$ cat src/design/can_ctrl_pkg.sv
// Shared constants and types for the CAN controller core.
package can_ctrl_pkg;
  localparam logic [7:0] OFF_CTRL = 8'h00;
  localparam logic [7:0] OFF_BTR = 8'h04;
  localparam logic [7:0] OFF_STATUS = 8'h08;
  localparam logic [7:0] OFF_ERRCNT = 8'h0C;
  localparam logic [7:0] OFF_INTID = 8'h10;
  localparam logic [7:0] OFF_OBJPEND = 8'h14;
  localparam logic [7:0] OFF_OBJXFER = 8'h18;
  localparam logic [7:0] OFF_INT_STAT = 8'h1C;
  localparam logic [7:0] OFF_INT_EN = 8'h20;
  localparam logic [7:0] OFF_INT_CLR = 8'h24;
  localparam int CTRL_RUN = 0;
  localparam int CTRL_MASTER = 1;
  localparam int INT_STATUS = 0;
  localparam int INT_ERROR = 1;
  localparam int INT_OBJECT = 2;
  localparam int ST_TX_OK = 3;
  localparam int ST_RX_OK = 4;
  localparam int ST_EPASS = 5;
  localparam int ST_EWARN = 6;
  localparam int ST_BUSOFF = 7;
  localparam int EC_PASSIVE_BIT = 15;
  localparam logic [15:0] STATUS_INT_CODE = 16'h8000;
  localparam logic [31:0] BTR_RESET = 32'h0013_0001;
  localparam logic [7:0] EWARN_LIMIT = 8'h60;
  localparam logic [7:0] EPASS_LIMIT = 8'h80;
  localparam logic [7:0] TX_ERR_STEP = 8'h08;
  localparam logic [1:0] RESP_OKAY = 2'h0;
  localparam logic [1:0] RESP_SLVERR = 2'h2;
  // Bit timing register: phase quanta counts are used as written; the jump width is the field plus one.
  typedef struct packed {
    logic [5:0] rsvd;
    logic [1:0] resync_jump_width;
    logic [3:0] second_phase_quanta;
    logic [3:0] prop_and_first_phase_quanta;
    logic [5:0] rsvd_lo;
    logic [9:0] quantum_clock_divisor;
  } btr_t;
  typedef struct packed {
    logic tx_ok;
    logic rx_ok;
    logic tx_err;
    logic rx_err;
    logic obj;
    logic [4:0] obj_num;
  } evt_t;
  typedef enum logic [1:0] {
    ST_IDLE = 2'b00,
    ST_ACTIVE = 2'b01,
    ST_OFFBUS = 2'b11
  } ctl_state_t;
endpackage : can_ctrl_pkg

$ cat src/design/can_ctrl_core.sv
// CAN controller core: bit timing, enable control, error counters, interrupts.
//
// Our own choices: the AXI4-Lite slave port and the register addresses.
`timescale 1ns/1ps
module can_ctrl_core
  import can_ctrl_pkg::*;
(
  input wire logic aclk,
  input wire logic aresetn,
  input wire logic [7:0] s_axi_awaddr,
  input wire logic s_axi_awvalid,
  output logic s_axi_awready,
  input wire logic [31:0] s_axi_wdata,
  input wire logic [3:0] s_axi_wstrb,
  input wire logic s_axi_wvalid,
  output logic s_axi_wready,
  output logic [1:0] s_axi_bresp,
  output logic s_axi_bvalid,
  input wire logic s_axi_bready,
  input wire logic [7:0] s_axi_araddr,
  input wire logic s_axi_arvalid,
  output logic s_axi_arready,
  output logic [31:0] s_axi_rdata,
  output logic [1:0] s_axi_rresp,
  output logic s_axi_rvalid,
  input wire logic s_axi_rready,
  input wire logic can_rx,
  input wire evt_t evt,
  output logic proc_active,
  output logic tq_tick,
  output logic bit_start,
  output logic sample_point,
  output logic irq
);
  function automatic logic [31:0] merge_strb(input logic [31:0] old, input logic [31:0] nw,
                                             input logic [3:0] strb);
    logic [31:0] r;
    r = old;
    for (int i = 0; i < 4; i++) begin
      if (strb[i]) begin
        r[8*i +: 8] = nw[8*i +: 8];
      end
    end
    return r;
  endfunction : merge_strb

  function automatic logic mapped(input logic [7:0] a);
    return a[1:0] == 2'h0 && a <= OFF_INT_CLR;
  endfunction : mapped

  // Write and read channel holding.
  logic aw_held_q, w_held_q;
  logic [7:0] awaddr_q;
  logic [31:0] wdata_q;
  logic [3:0] wstrb_q;
  logic wr_go, rd_go;
  assign s_axi_awready = !aw_held_q && !s_axi_bvalid;
  assign s_axi_wready = !w_held_q && !s_axi_bvalid;
  assign s_axi_arready = !s_axi_rvalid;
  assign wr_go = aw_held_q && w_held_q && !s_axi_bvalid;
  assign rd_go = s_axi_arvalid && s_axi_arready;

  always_ff @(posedge aclk) begin
    if (!aresetn) begin
      aw_held_q <= 1'b0;
      w_held_q <= 1'b0;
      awaddr_q <= 8'h00;
      wdata_q <= 32'h0000_0000;
      wstrb_q <= 4'h0;
      s_axi_bvalid <= 1'b0;
      s_axi_bresp <= RESP_OKAY;
    end else begin
      if (s_axi_awvalid && s_axi_awready) begin
        aw_held_q <= 1'b1;
        awaddr_q <= s_axi_awaddr;
      end
      if (s_axi_wvalid && s_axi_wready) begin
        w_held_q <= 1'b1;
        wdata_q <= s_axi_wdata;
        wstrb_q <= s_axi_wstrb;
      end
      if (wr_go) begin
        aw_held_q <= 1'b0;
        w_held_q <= 1'b0;
        s_axi_bvalid <= 1'b1;
        s_axi_bresp <= mapped(awaddr_q) ? RESP_OKAY : RESP_SLVERR;
      end else if (s_axi_bready) begin
        s_axi_bvalid <= 1'b0;
      end
    end
  end

  logic wr_ctrl, wr_btr, wr_intid, wr_xfer, wr_en, wr_clr, rd_status;
  assign wr_ctrl = wr_go && awaddr_q == OFF_CTRL;
  assign wr_btr = wr_go && awaddr_q == OFF_BTR;
  assign wr_intid = wr_go && awaddr_q == OFF_INTID;
  assign wr_xfer = wr_go && awaddr_q == OFF_OBJXFER;
  assign wr_en = wr_go && awaddr_q == OFF_INT_EN;
  assign wr_clr = wr_go && awaddr_q == OFF_INT_CLR;
  assign rd_status = rd_go && s_axi_araddr == OFF_STATUS;

  // Control state: leaving ACTIVE keeps configuration and error counters; the quantum and bit counters are cleared.
  logic [31:0] ctrl_q;
  ctl_state_t state_q;
  logic busoff;
  always_ff @(posedge aclk) begin
    if (!aresetn) begin
      ctrl_q <= 32'h0000_0000;
    end else if (wr_ctrl) begin
      ctrl_q <= merge_strb(ctrl_q, wdata_q, wstrb_q) & 32'h0000_0003;
    end
  end

  always_ff @(posedge aclk) begin
    if (!aresetn) begin
      state_q <= ST_IDLE;
    end else begin
      case (state_q)
        ST_IDLE: if (ctrl_q[CTRL_RUN]) state_q <= ST_ACTIVE;
        ST_ACTIVE: begin
          if (busoff) state_q <= ST_OFFBUS;
          else if (!ctrl_q[CTRL_RUN]) state_q <= ST_IDLE;
        end
        ST_OFFBUS: if (!ctrl_q[CTRL_RUN]) state_q <= ST_IDLE;
        default: state_q <= ST_IDLE;
      endcase
    end
  end
  assign proc_active = state_q == ST_ACTIVE;

  // Bit timing register, locked while processing runs.
  btr_t btr_q;
  always_ff @(posedge aclk) begin
    if (!aresetn) begin
      btr_q <= btr_t'(BTR_RESET);
    end else if (wr_btr && state_q != ST_ACTIVE) begin
      btr_q <= btr_t'(merge_strb(btr_q, wdata_q, wstrb_q) & 32'h03FF_03FF);
    end
  end

  // Receive pin synchroniser and falling edge detect on synchronised data.
  logic rx_meta_q, rx_sync_q, rx_last_q, rx_fall;
  always_ff @(posedge aclk) begin
    if (!aresetn) begin
      rx_meta_q <= 1'b1;
      rx_sync_q <= 1'b1;
      rx_last_q <= 1'b1;
    end else begin
      rx_meta_q <= can_rx;
      rx_sync_q <= rx_meta_q;
      rx_last_q <= rx_sync_q;
    end
  end
  assign rx_fall = rx_last_q && !rx_sync_q;

  // Quantum prescaler; a divisor of 0 acts as 1.
  logic [9:0] qcnt_q, div_m1;
  logic q_en;
  assign div_m1 = (btr_q.quantum_clock_divisor == 10'h000) ? 10'h000 :
                  btr_q.quantum_clock_divisor - 10'h001;
  assign q_en = proc_active && qcnt_q >= div_m1;
  always_ff @(posedge aclk) begin
    if (!aresetn || !proc_active || q_en) begin
      qcnt_q <= 10'h000;
    end else begin
      qcnt_q <= qcnt_q + 10'h001;
    end
  end
  assign tq_tick = q_en;

  // Bit counter: quantum 0 is the sync segment, then first and second phase.
  logic [5:0] bcnt_q, ps1, last_q, sjw;
  logic [2:0] lng_q, shr_q;
  logic resynced_q, bit_end;
  assign ps1 = {2'b00, btr_q.prop_and_first_phase_quanta};
  assign sjw = {3'b000, 1'b0, btr_q.resync_jump_width} + 6'h01;
  assign last_q = ps1 + {2'b00, btr_q.second_phase_quanta} + {3'b000, lng_q}
                  - {3'b000, shr_q};
  assign bit_end = q_en && bcnt_q >= last_q;
  always_ff @(posedge aclk) begin
    if (!aresetn || !proc_active) begin
      bcnt_q <= 6'h00;
      lng_q <= 3'h0;
      shr_q <= 3'h0;
      resynced_q <= 1'b0;
    end else if (bit_end) begin
      bcnt_q <= 6'h00;
      lng_q <= 3'h0;
      shr_q <= 3'h0;
      resynced_q <= 1'b0;
    end else begin
      if (q_en) bcnt_q <= bcnt_q + 6'h01;
      if (rx_fall && !resynced_q && bcnt_q != 6'h00) begin
        resynced_q <= 1'b1;
        if (bcnt_q <= ps1) begin
          lng_q <= (bcnt_q < sjw) ? bcnt_q[2:0] : sjw[2:0];
        end else if (last_q - bcnt_q < sjw) begin
          shr_q <= 3'(last_q - bcnt_q);
        end else begin
          shr_q <= sjw[2:0];
        end
      end
    end
  end

  always_ff @(posedge aclk) begin
    if (!aresetn) begin
      bit_start <= 1'b0;
      sample_point <= 1'b0;
    end else begin
      bit_start <= bit_end;
      sample_point <= q_en && bcnt_q == ps1 + {3'b000, lng_q};
    end
  end

  // Error counters; events count only while processing runs.
  logic [7:0] tec_q;
  logic [7:0] rec_q;
  logic [8:0] tec_next;
  evt_t ev;
  assign ev = proc_active ? evt : '0;
  assign tec_next = {1'b0, tec_q} + {1'b0, TX_ERR_STEP};
  assign busoff = ev.tx_err && tec_next[8];
  always_ff @(posedge aclk) begin
    if (!aresetn || (state_q == ST_OFFBUS && !ctrl_q[CTRL_RUN])) begin
      tec_q <= 8'h00;
      rec_q <= 8'h00;
    end else begin
      if (ev.tx_err) tec_q <= tec_next[8] ? 8'hFF : tec_next[7:0];
      else if (ev.tx_ok && tec_q != 8'h00) tec_q <= tec_q - 8'h01;
      if (ev.rx_err && rec_q != 8'hFF) rec_q <= rec_q + 8'h01;
      else if (ev.rx_ok && rec_q != 8'h00) rec_q <= rec_q - 8'h01;
    end
  end
  logic epass, ewarn, lim_q;
  assign epass = rec_q >= EPASS_LIMIT || tec_q >= EPASS_LIMIT;
  assign ewarn = rec_q >= EWARN_LIMIT || tec_q >= EWARN_LIMIT;
  always_ff @(posedge aclk) begin
    if (!aresetn) lim_q <= 1'b0;
    else lim_q <= ewarn;
  end

  // Success flags survive until the status read; a new event wins.
  logic tx_ok_q, rx_ok_q;
  always_ff @(posedge aclk) begin
    if (!aresetn) begin
      tx_ok_q <= 1'b0;
      rx_ok_q <= 1'b0;
    end else begin
      tx_ok_q <= ev.tx_ok || (tx_ok_q && !rd_status);
      rx_ok_q <= ev.rx_ok || (rx_ok_q && !rd_status);
    end
  end

  // Interrupt sources: status, error, per-object pending.
  logic [2:0] ist_q, ien_q;
  logic [31:0] opend_q, obj_set, obj_clr;
  logic st_evt, er_evt, st_clr;
  assign st_evt = ev.tx_ok || ev.rx_ok || ev.tx_err || ev.rx_err;
  assign er_evt = busoff || (ewarn && !lim_q);
  assign st_clr = rd_status || (wr_intid && wdata_q[15:0] == STATUS_INT_CODE) ||
                  (wr_clr && wdata_q[INT_STATUS]);
  assign obj_set = ev.obj ? 32'h0000_0001 << ev.obj_num : 32'h0000_0000;
  always_comb begin
    obj_clr = 32'h0000_0000;
    if (wr_intid && wdata_q[15:0] >= 16'h0001 && wdata_q[15:0] <= 16'h0020) begin
      obj_clr = 32'h0000_0001 << (wdata_q[4:0] - 5'h01);
    end
    if (wr_xfer && wdata_q[5:0] >= 6'h01 && wdata_q[5:0] <= 6'h20) begin
      obj_clr = obj_clr | (32'h0000_0001 << (wdata_q[4:0] - 5'h01));
    end
  end
  always_ff @(posedge aclk) begin
    if (!aresetn) begin
      ist_q <= 3'h0;
      opend_q <= 32'h0000_0000;
    end else begin
      ist_q[INT_STATUS] <= st_evt || (ist_q[INT_STATUS] && !st_clr);
      ist_q[INT_ERROR] <= er_evt || (ist_q[INT_ERROR] && !(wr_clr && wdata_q[INT_ERROR]));
      opend_q <= obj_set | (opend_q & ~obj_clr);
      ist_q[INT_OBJECT] <= |(obj_set | (opend_q & ~obj_clr));
    end
  end
  always_ff @(posedge aclk) begin
    if (!aresetn) ien_q <= 3'h0;
    else if (wr_en) ien_q <= wdata_q[2:0];
  end
  logic [2:0] src;
  assign src = {ist_q[INT_OBJECT], ist_q[INT_ERROR], ist_q[INT_STATUS]};
  assign irq = ctrl_q[CTRL_MASTER] && |(src & ien_q);

  // Interrupt identifier: status first, then lowest object number.
  logic [15:0] intid;
  always_comb begin
    intid = 16'h0000;
    for (int i = 31; i >= 0; i--) begin
      if (opend_q[i]) intid = 16'(i + 1);
    end
    if (ist_q[INT_STATUS]) intid = STATUS_INT_CODE;
  end

  // Read data path.
  logic [31:0] rmux;
  always_comb begin
    case (s_axi_araddr)
      OFF_CTRL: rmux = ctrl_q;
      OFF_BTR: rmux = btr_q;
      OFF_STATUS: rmux = {24'h000000, busoff || state_q == ST_OFFBUS, ewarn, epass,
                          rx_ok_q, tx_ok_q, 3'h0};
      OFF_ERRCNT: rmux = {16'h0000, rec_q >= EPASS_LIMIT, rec_q[6:0], tec_q};
      OFF_INTID: rmux = {16'h0000, intid};
      OFF_OBJPEND: rmux = opend_q;
      OFF_INT_STAT: rmux = {29'h0, src};
      OFF_INT_EN: rmux = {29'h0, ien_q};
      default: rmux = 32'h0000_0000;
    endcase
  end
  always_ff @(posedge aclk) begin
    if (!aresetn) begin
      s_axi_rvalid <= 1'b0;
      s_axi_rdata <= 32'h0000_0000;
      s_axi_rresp <= RESP_OKAY;
    end else if (rd_go) begin
      s_axi_rvalid <= 1'b1;
      s_axi_rdata <= rmux;
      s_axi_rresp <= mapped(s_axi_araddr) ? RESP_OKAY : RESP_SLVERR;
    end else if (s_axi_rready) begin
      s_axi_rvalid <= 1'b0;
    end
  end
endmodule : can_ctrl_core

$ cat config.mk
export PLATFORM = sky130hd
export DESIGN_NAME = can_ctrl_core
export DESIGN_NICKNAME = d
export VERILOG_FILES = /design/src/design/can_ctrl_pkg.sv /design/src/design/can_ctrl_core.sv
export SDC_FILE = /design/constraint.sdc
export NUM_CORES = 1
export LEC_CHECK = 0
export BUFFER_PORTS_ARGS = -buffer_cell sky130_fd_sc_hd__buf_2
export CELL_PAD_IN_SITES_DETAIL_PLACEMENT = 0
export CELL_PAD_IN_SITES_GLOBAL_PLACEMENT = 1
export CORE_ASPECT_RATIO = 1.4
export CORE_MARGIN = 2
export CORE_UTILIZATION = 44
export DETAILED_ROUTE_END_ITERATION = 10
export PLACE_DENSITY = 0.88
export SETUP_SLACK_MARGIN = 0.02
export SYNTH_ARGS = -nofsm -noshare
export SYNTH_HDL_FRONTEND = slang
export SYNTH_SLANG_ARGS = --single-unit
$ cat constraint.sdc
create_clock -name aclk -period 5.3 [get_ports aclk]
set_input_delay 0.53 -clock aclk [delete_from_list [all_inputs] [get_ports aclk]]
set_output_delay 0.53 -clock aclk [all_outputs]
set_load 0.005 [all_outputs]
==> parameters.txt <==
Parameter                              Value

Run status
  Result of the run    finished clean

Power
  Peak supply drop    0.000223 V
  Switching pwr    0.000734 W
  Logic pwr share    0.064
  Net switching fraction of the power    0.255
  Standby leakage power    4.58 nW
  Seq pwr share    0.502
  Cell Pwr Density    247 mW/mm^2
  Total internal power    0.00214 W
  Part of the power in the clock network    0.434

Timing
  Worst Skew    13.2 ps
  Worst Max-Slew Pin Slew    1110 ps
  Share of the cycle needed by the critical path after routing    0.806
  Aggregate negative setup slack    0 ps
  Number of setup violations in the final report    0
  Worst max-slew margin expressed relative to the limit    0.256
  Achievable frequency    234 MHz
  Final Max Slew Viols    0
  Hold Fails Final Rpt    0
  Time the final worst path needs with I/O delays and setup    4270 ps
  Setup repair after global routing missed its margin    no

CTS
  # resized after CTS    0
  TritonCTS clock tree    done
  Maximum level of the CTS H-tree    4
  Clock transition at the register clock pins on the worst setup and hold paths after CTS    70 ps
  Post-CTS setup buffers    0
  Worst-Skew Late Latency    450 ps
  TritonCTS buffer count    17
  Cell at the root of the clock tree    sky130_fd_sc_hd__clkbuf_16
  Bufs on Longest Clock Path    2
  CTS sink cnt    185
  CTS hold repair buffers    0

Flow run
  Maximum Capacitance Violations    0

Placement
  Port buffer count    107
  Final weighted congestion in routability-driven placement    1.00
  Cell area after placement    0.0111 mm^2
  Estimated wirelength of the detail-placed design    22.3 mm

Cells and area
  Fillers    2,285
  Share of post-route cells with drive strength above 1    0.127
  Layout Cell Area excl Fill    0.0117 mm^2
  Signed area change from the synthesized netlist to the final layout    12.5%
  Final nets    1,478
  Finished Core Util    0.502
  # diodes    0
  Highest-count cells in the layout ignoring fill and taps    sky130_fd_sc_hd__nand2_1, sky130_fd_sc_hd__dfxtp_1, sky130_fd_sc_hd__buf_2, sky130_fd_sc_hd__nor2_1, sky130_fd_sc_hd__o21ai_0

Logic synthesis
  Number of flops mapped to enable cells by yosys    0
  Predominant post-synthesis flop cell    sky130_fd_sc_hd__dfxtp_1
  Netlist area before placement    0.0104 mm^2
  Yosys reg bits    185
  Share of synthesized registers carrying an async set or reset    0
  Count of cell types in the netlist    72
  Number of warnings printed during yosys synthesis    0
  Mean instance size in the synthesized netlist    8.09 um^2
  Sequential area share after synthesis    0.358
  Instance count of the mapped netlist    1,279

Route
  Drt first pass iters    6
  WL/cell    17.7 um
  Drt via density    5.61
  Number of vias in the routed layout    9,361
  Post-route antenna net violation count    0
  Final wirelength    29.5 mm
  Iteration-0 DRC count of the detailed router    719
  Remaining design rule violation count    0

Hold path
  Hold Crit Endpoint    rx_meta_q
  Startpoint of the most critical hold path    can_rx
  Path type of the worst min-delay path    in2reg
  Worst hold path cell count    2

Critical path
  Largest fanout on the critical path    13
  Crit end category    flop
  Data arrival, critical path    4620 ps
  R2R cell count    16
  Start point of the critical path    btr_q[17]
  CP Launch Type    flop
  Reg2reg start    btr_q[17]
  Endpoint of the lowest-slack register-to-register path    shr_q[2]
  Required @ worst endpoint    5640 ps
  R2R setup slack    1030 ps
  Worst Setup Path Type    reg2reg

Floorplanning
  Total Die Area    0.0248 mm^2
  Starting Density    0.446
  Placeable core region    0.0232 mm^2
  Total I/O pin count    116
  Die height    185 um
  Die W    134 um
  Cell Rows    66

Global route
  First-pass GRT wire length    47.2 mm
  Antenna violations before repair    0
  Vias in the first global route    8,851
  Total GRT Usage    0.242
  Pin count of the biggest net entering global routing    78
  Sum of overflow across all layers after global routing    0
[final cells by class]
class / count / area, um^2 / share of cell area
clock inverters: 14 / 134 / 0.0115
repair buffers: 115 / 598 / 0.0513
clock buffers: 18 / 429 / 0.0368
well taps: 306 / 383 / 0.0329
multi-input cells: 974 / 6190 / 0.531
inverters: 57 / 214 / 0.0184
flip-flops and latches: 185 / 3700 / 0.318
[synth_stat cells (8+ instances only)]
master	count	share of area
sky130_fd_sc_hd__a21o_1	8	0.0058
sky130_fd_sc_hd__xor2_1	16	0.014
sky130_fd_sc_hd__o21ai_1	10	0.0048
sky130_fd_sc_hd__mux2i_1	29	0.028
sky130_fd_sc_hd__o21ai_0	81	0.039
sky130_fd_sc_hd__buf_2	8	0.0039
sky130_fd_sc_hd__nor2_1	87	0.032
sky130_fd_sc_hd__nor4_1	17	0.010
sky130_fd_sc_hd__a31oi_1	9	0.0054
sky130_fd_sc_hd__nor3_1	26	0.013
sky130_fd_sc_hd__and2_1	49	0.030
sky130_fd_sc_hd__and3_1	8	0.0048
sky130_fd_sc_hd__dfxtp_1	185	0.36
sky130_fd_sc_hd__a22oi_1	21	0.015
sky130_fd_sc_hd__a21boi_0	60	0.044
sky130_fd_sc_hd__nand2b_1	19	0.011
sky130_fd_sc_hd__a21oi_1	53	0.026
sky130_fd_sc_hd__nand3_1	46	0.022
sky130_fd_sc_hd__nor2b_1	38	0.023
sky130_fd_sc_hd__xnor2_1	25	0.021
sky130_fd_sc_hd__o211ai_1	9	0.0065
sky130_fd_sc_hd__fa_1	9	0.017
sky130_fd_sc_hd__clkbuf_1	50	0.018
sky130_fd_sc_hd__nand2_1	185	0.067
sky130_fd_sc_hd__inv_1	57	0.021
sky130_fd_sc_hd__ha_1	49	0.059
sky130_fd_sc_hd__o21a_1	10	0.0073
sky130_fd_sc_hd__nand4_1	13	0.0079
[how the worst max path moves through the flow]
stage,to,slack [ps],cells after the start
4_1_cts,shr_q[2],1060,16
2_1_floorplan,bcnt_q[0],1480,17
3_3_place_gp,shr_q[1],1160,16
6_report,shr_q[2],1030,16
5_1_grt,shr_q[1],780,16
3_5_place_dp,shr_q[2],1080,16
[sequential cells by signal, summed over array words and instances (netlist names), 2 cells and up]
| name | flops |
|---|---|
| qcnt_q | 10 |
| awaddr_q | 8 |
| s_axi_rdata | 32 |
| btr_q | 20 |
| rec_q | 8 |
| lng_q | 3 |
| opend_q | 32 |
| ist_q | 3 |
| ien_q | 3 |
| shr_q | 3 |
| state_q | 2 |
| wdata_q | 26 |
| wstrb_q | 4 |
| tec_q | 8 |
| ctrl_q | 2 |
| bcnt_q | 6 |
[cell families (layout without fill, tap and decap cells)]
logic type | count (synthesis) | count (layout) | synth area share
AOI/OAI and AO/OA | 314 | 314 | 0.200
xor gates and xnor gates | 41 | 41 | 0.0347
adders and majority gates | 58 | 58 | 0.0766
buffers and inverters | 121 | 204 | 0.0456
DFF | 185 | 185 | 0.358
muxes | 36 | 36 | 0.0357
other | 1 | 2 | 0.000362
and+or+nand+nor | 523 | 523 | 0.249
[layer usage]
layer  vias up  GRT usage  part of all wire
li1       4614          -                 -
met1      4371      0.292              0.42
met2       299      0.420              0.49
met3        77     0.0384             0.051
met4         0      0.117             0.040
met5         -          0                 0
[critical path, cell delays in order, from the launching register on]
cell	delay (ps)
sky130_fd_sc_hd__dfxtp_1	400
sky130_fd_sc_hd__inv_1	130
sky130_fd_sc_hd__fa_1	540
sky130_fd_sc_hd__inv_1	60
sky130_fd_sc_hd__fa_1	460
sky130_fd_sc_hd__ha_1	240
sky130_fd_sc_hd__fa_1	460
sky130_fd_sc_hd__ha_1	350
sky130_fd_sc_hd__nor2b_1	150
sky130_fd_sc_hd__o21ai_0	90
sky130_fd_sc_hd__nand2b_1	110
sky130_fd_sc_hd__a21oi_1	70
sky130_fd_sc_hd__nor2b_1	130
sky130_fd_sc_hd__o22ai_1	150
sky130_fd_sc_hd__nand2_1	100
sky130_fd_sc_hd__nand3_1	380
sky130_fd_sc_hd__a211oi_1	340
[power by group through the flow]
stage          logic (W)  clock network [W]  registers, W
6_report        0.000183            0.00125       0.00145
3_5_place_dp    0.000184                  0       0.00148
2_1_floorplan   0.000121                  0       0.00146
3_3_place_gp    0.000182                  0       0.00148
5_1_grt         0.000203            0.00133       0.00145
4_1_cts         0.000184            0.00127       0.00145
[metrics by stage]
stage                     setup WS [ps]  cells  power (W)  hold slack [ps]
after global routing                779   1669    0.00299              280
after CTS                          1060   1669    0.00290              265
after floorplan                    1480   1280    0.00159              386
final                              1030   1669    0.00288              274
after global placement             1160   1637    0.00166              400
after detailed placement           1080   1637    0.00166              413
Note: power is estimated with default switching activity, not from simulation.
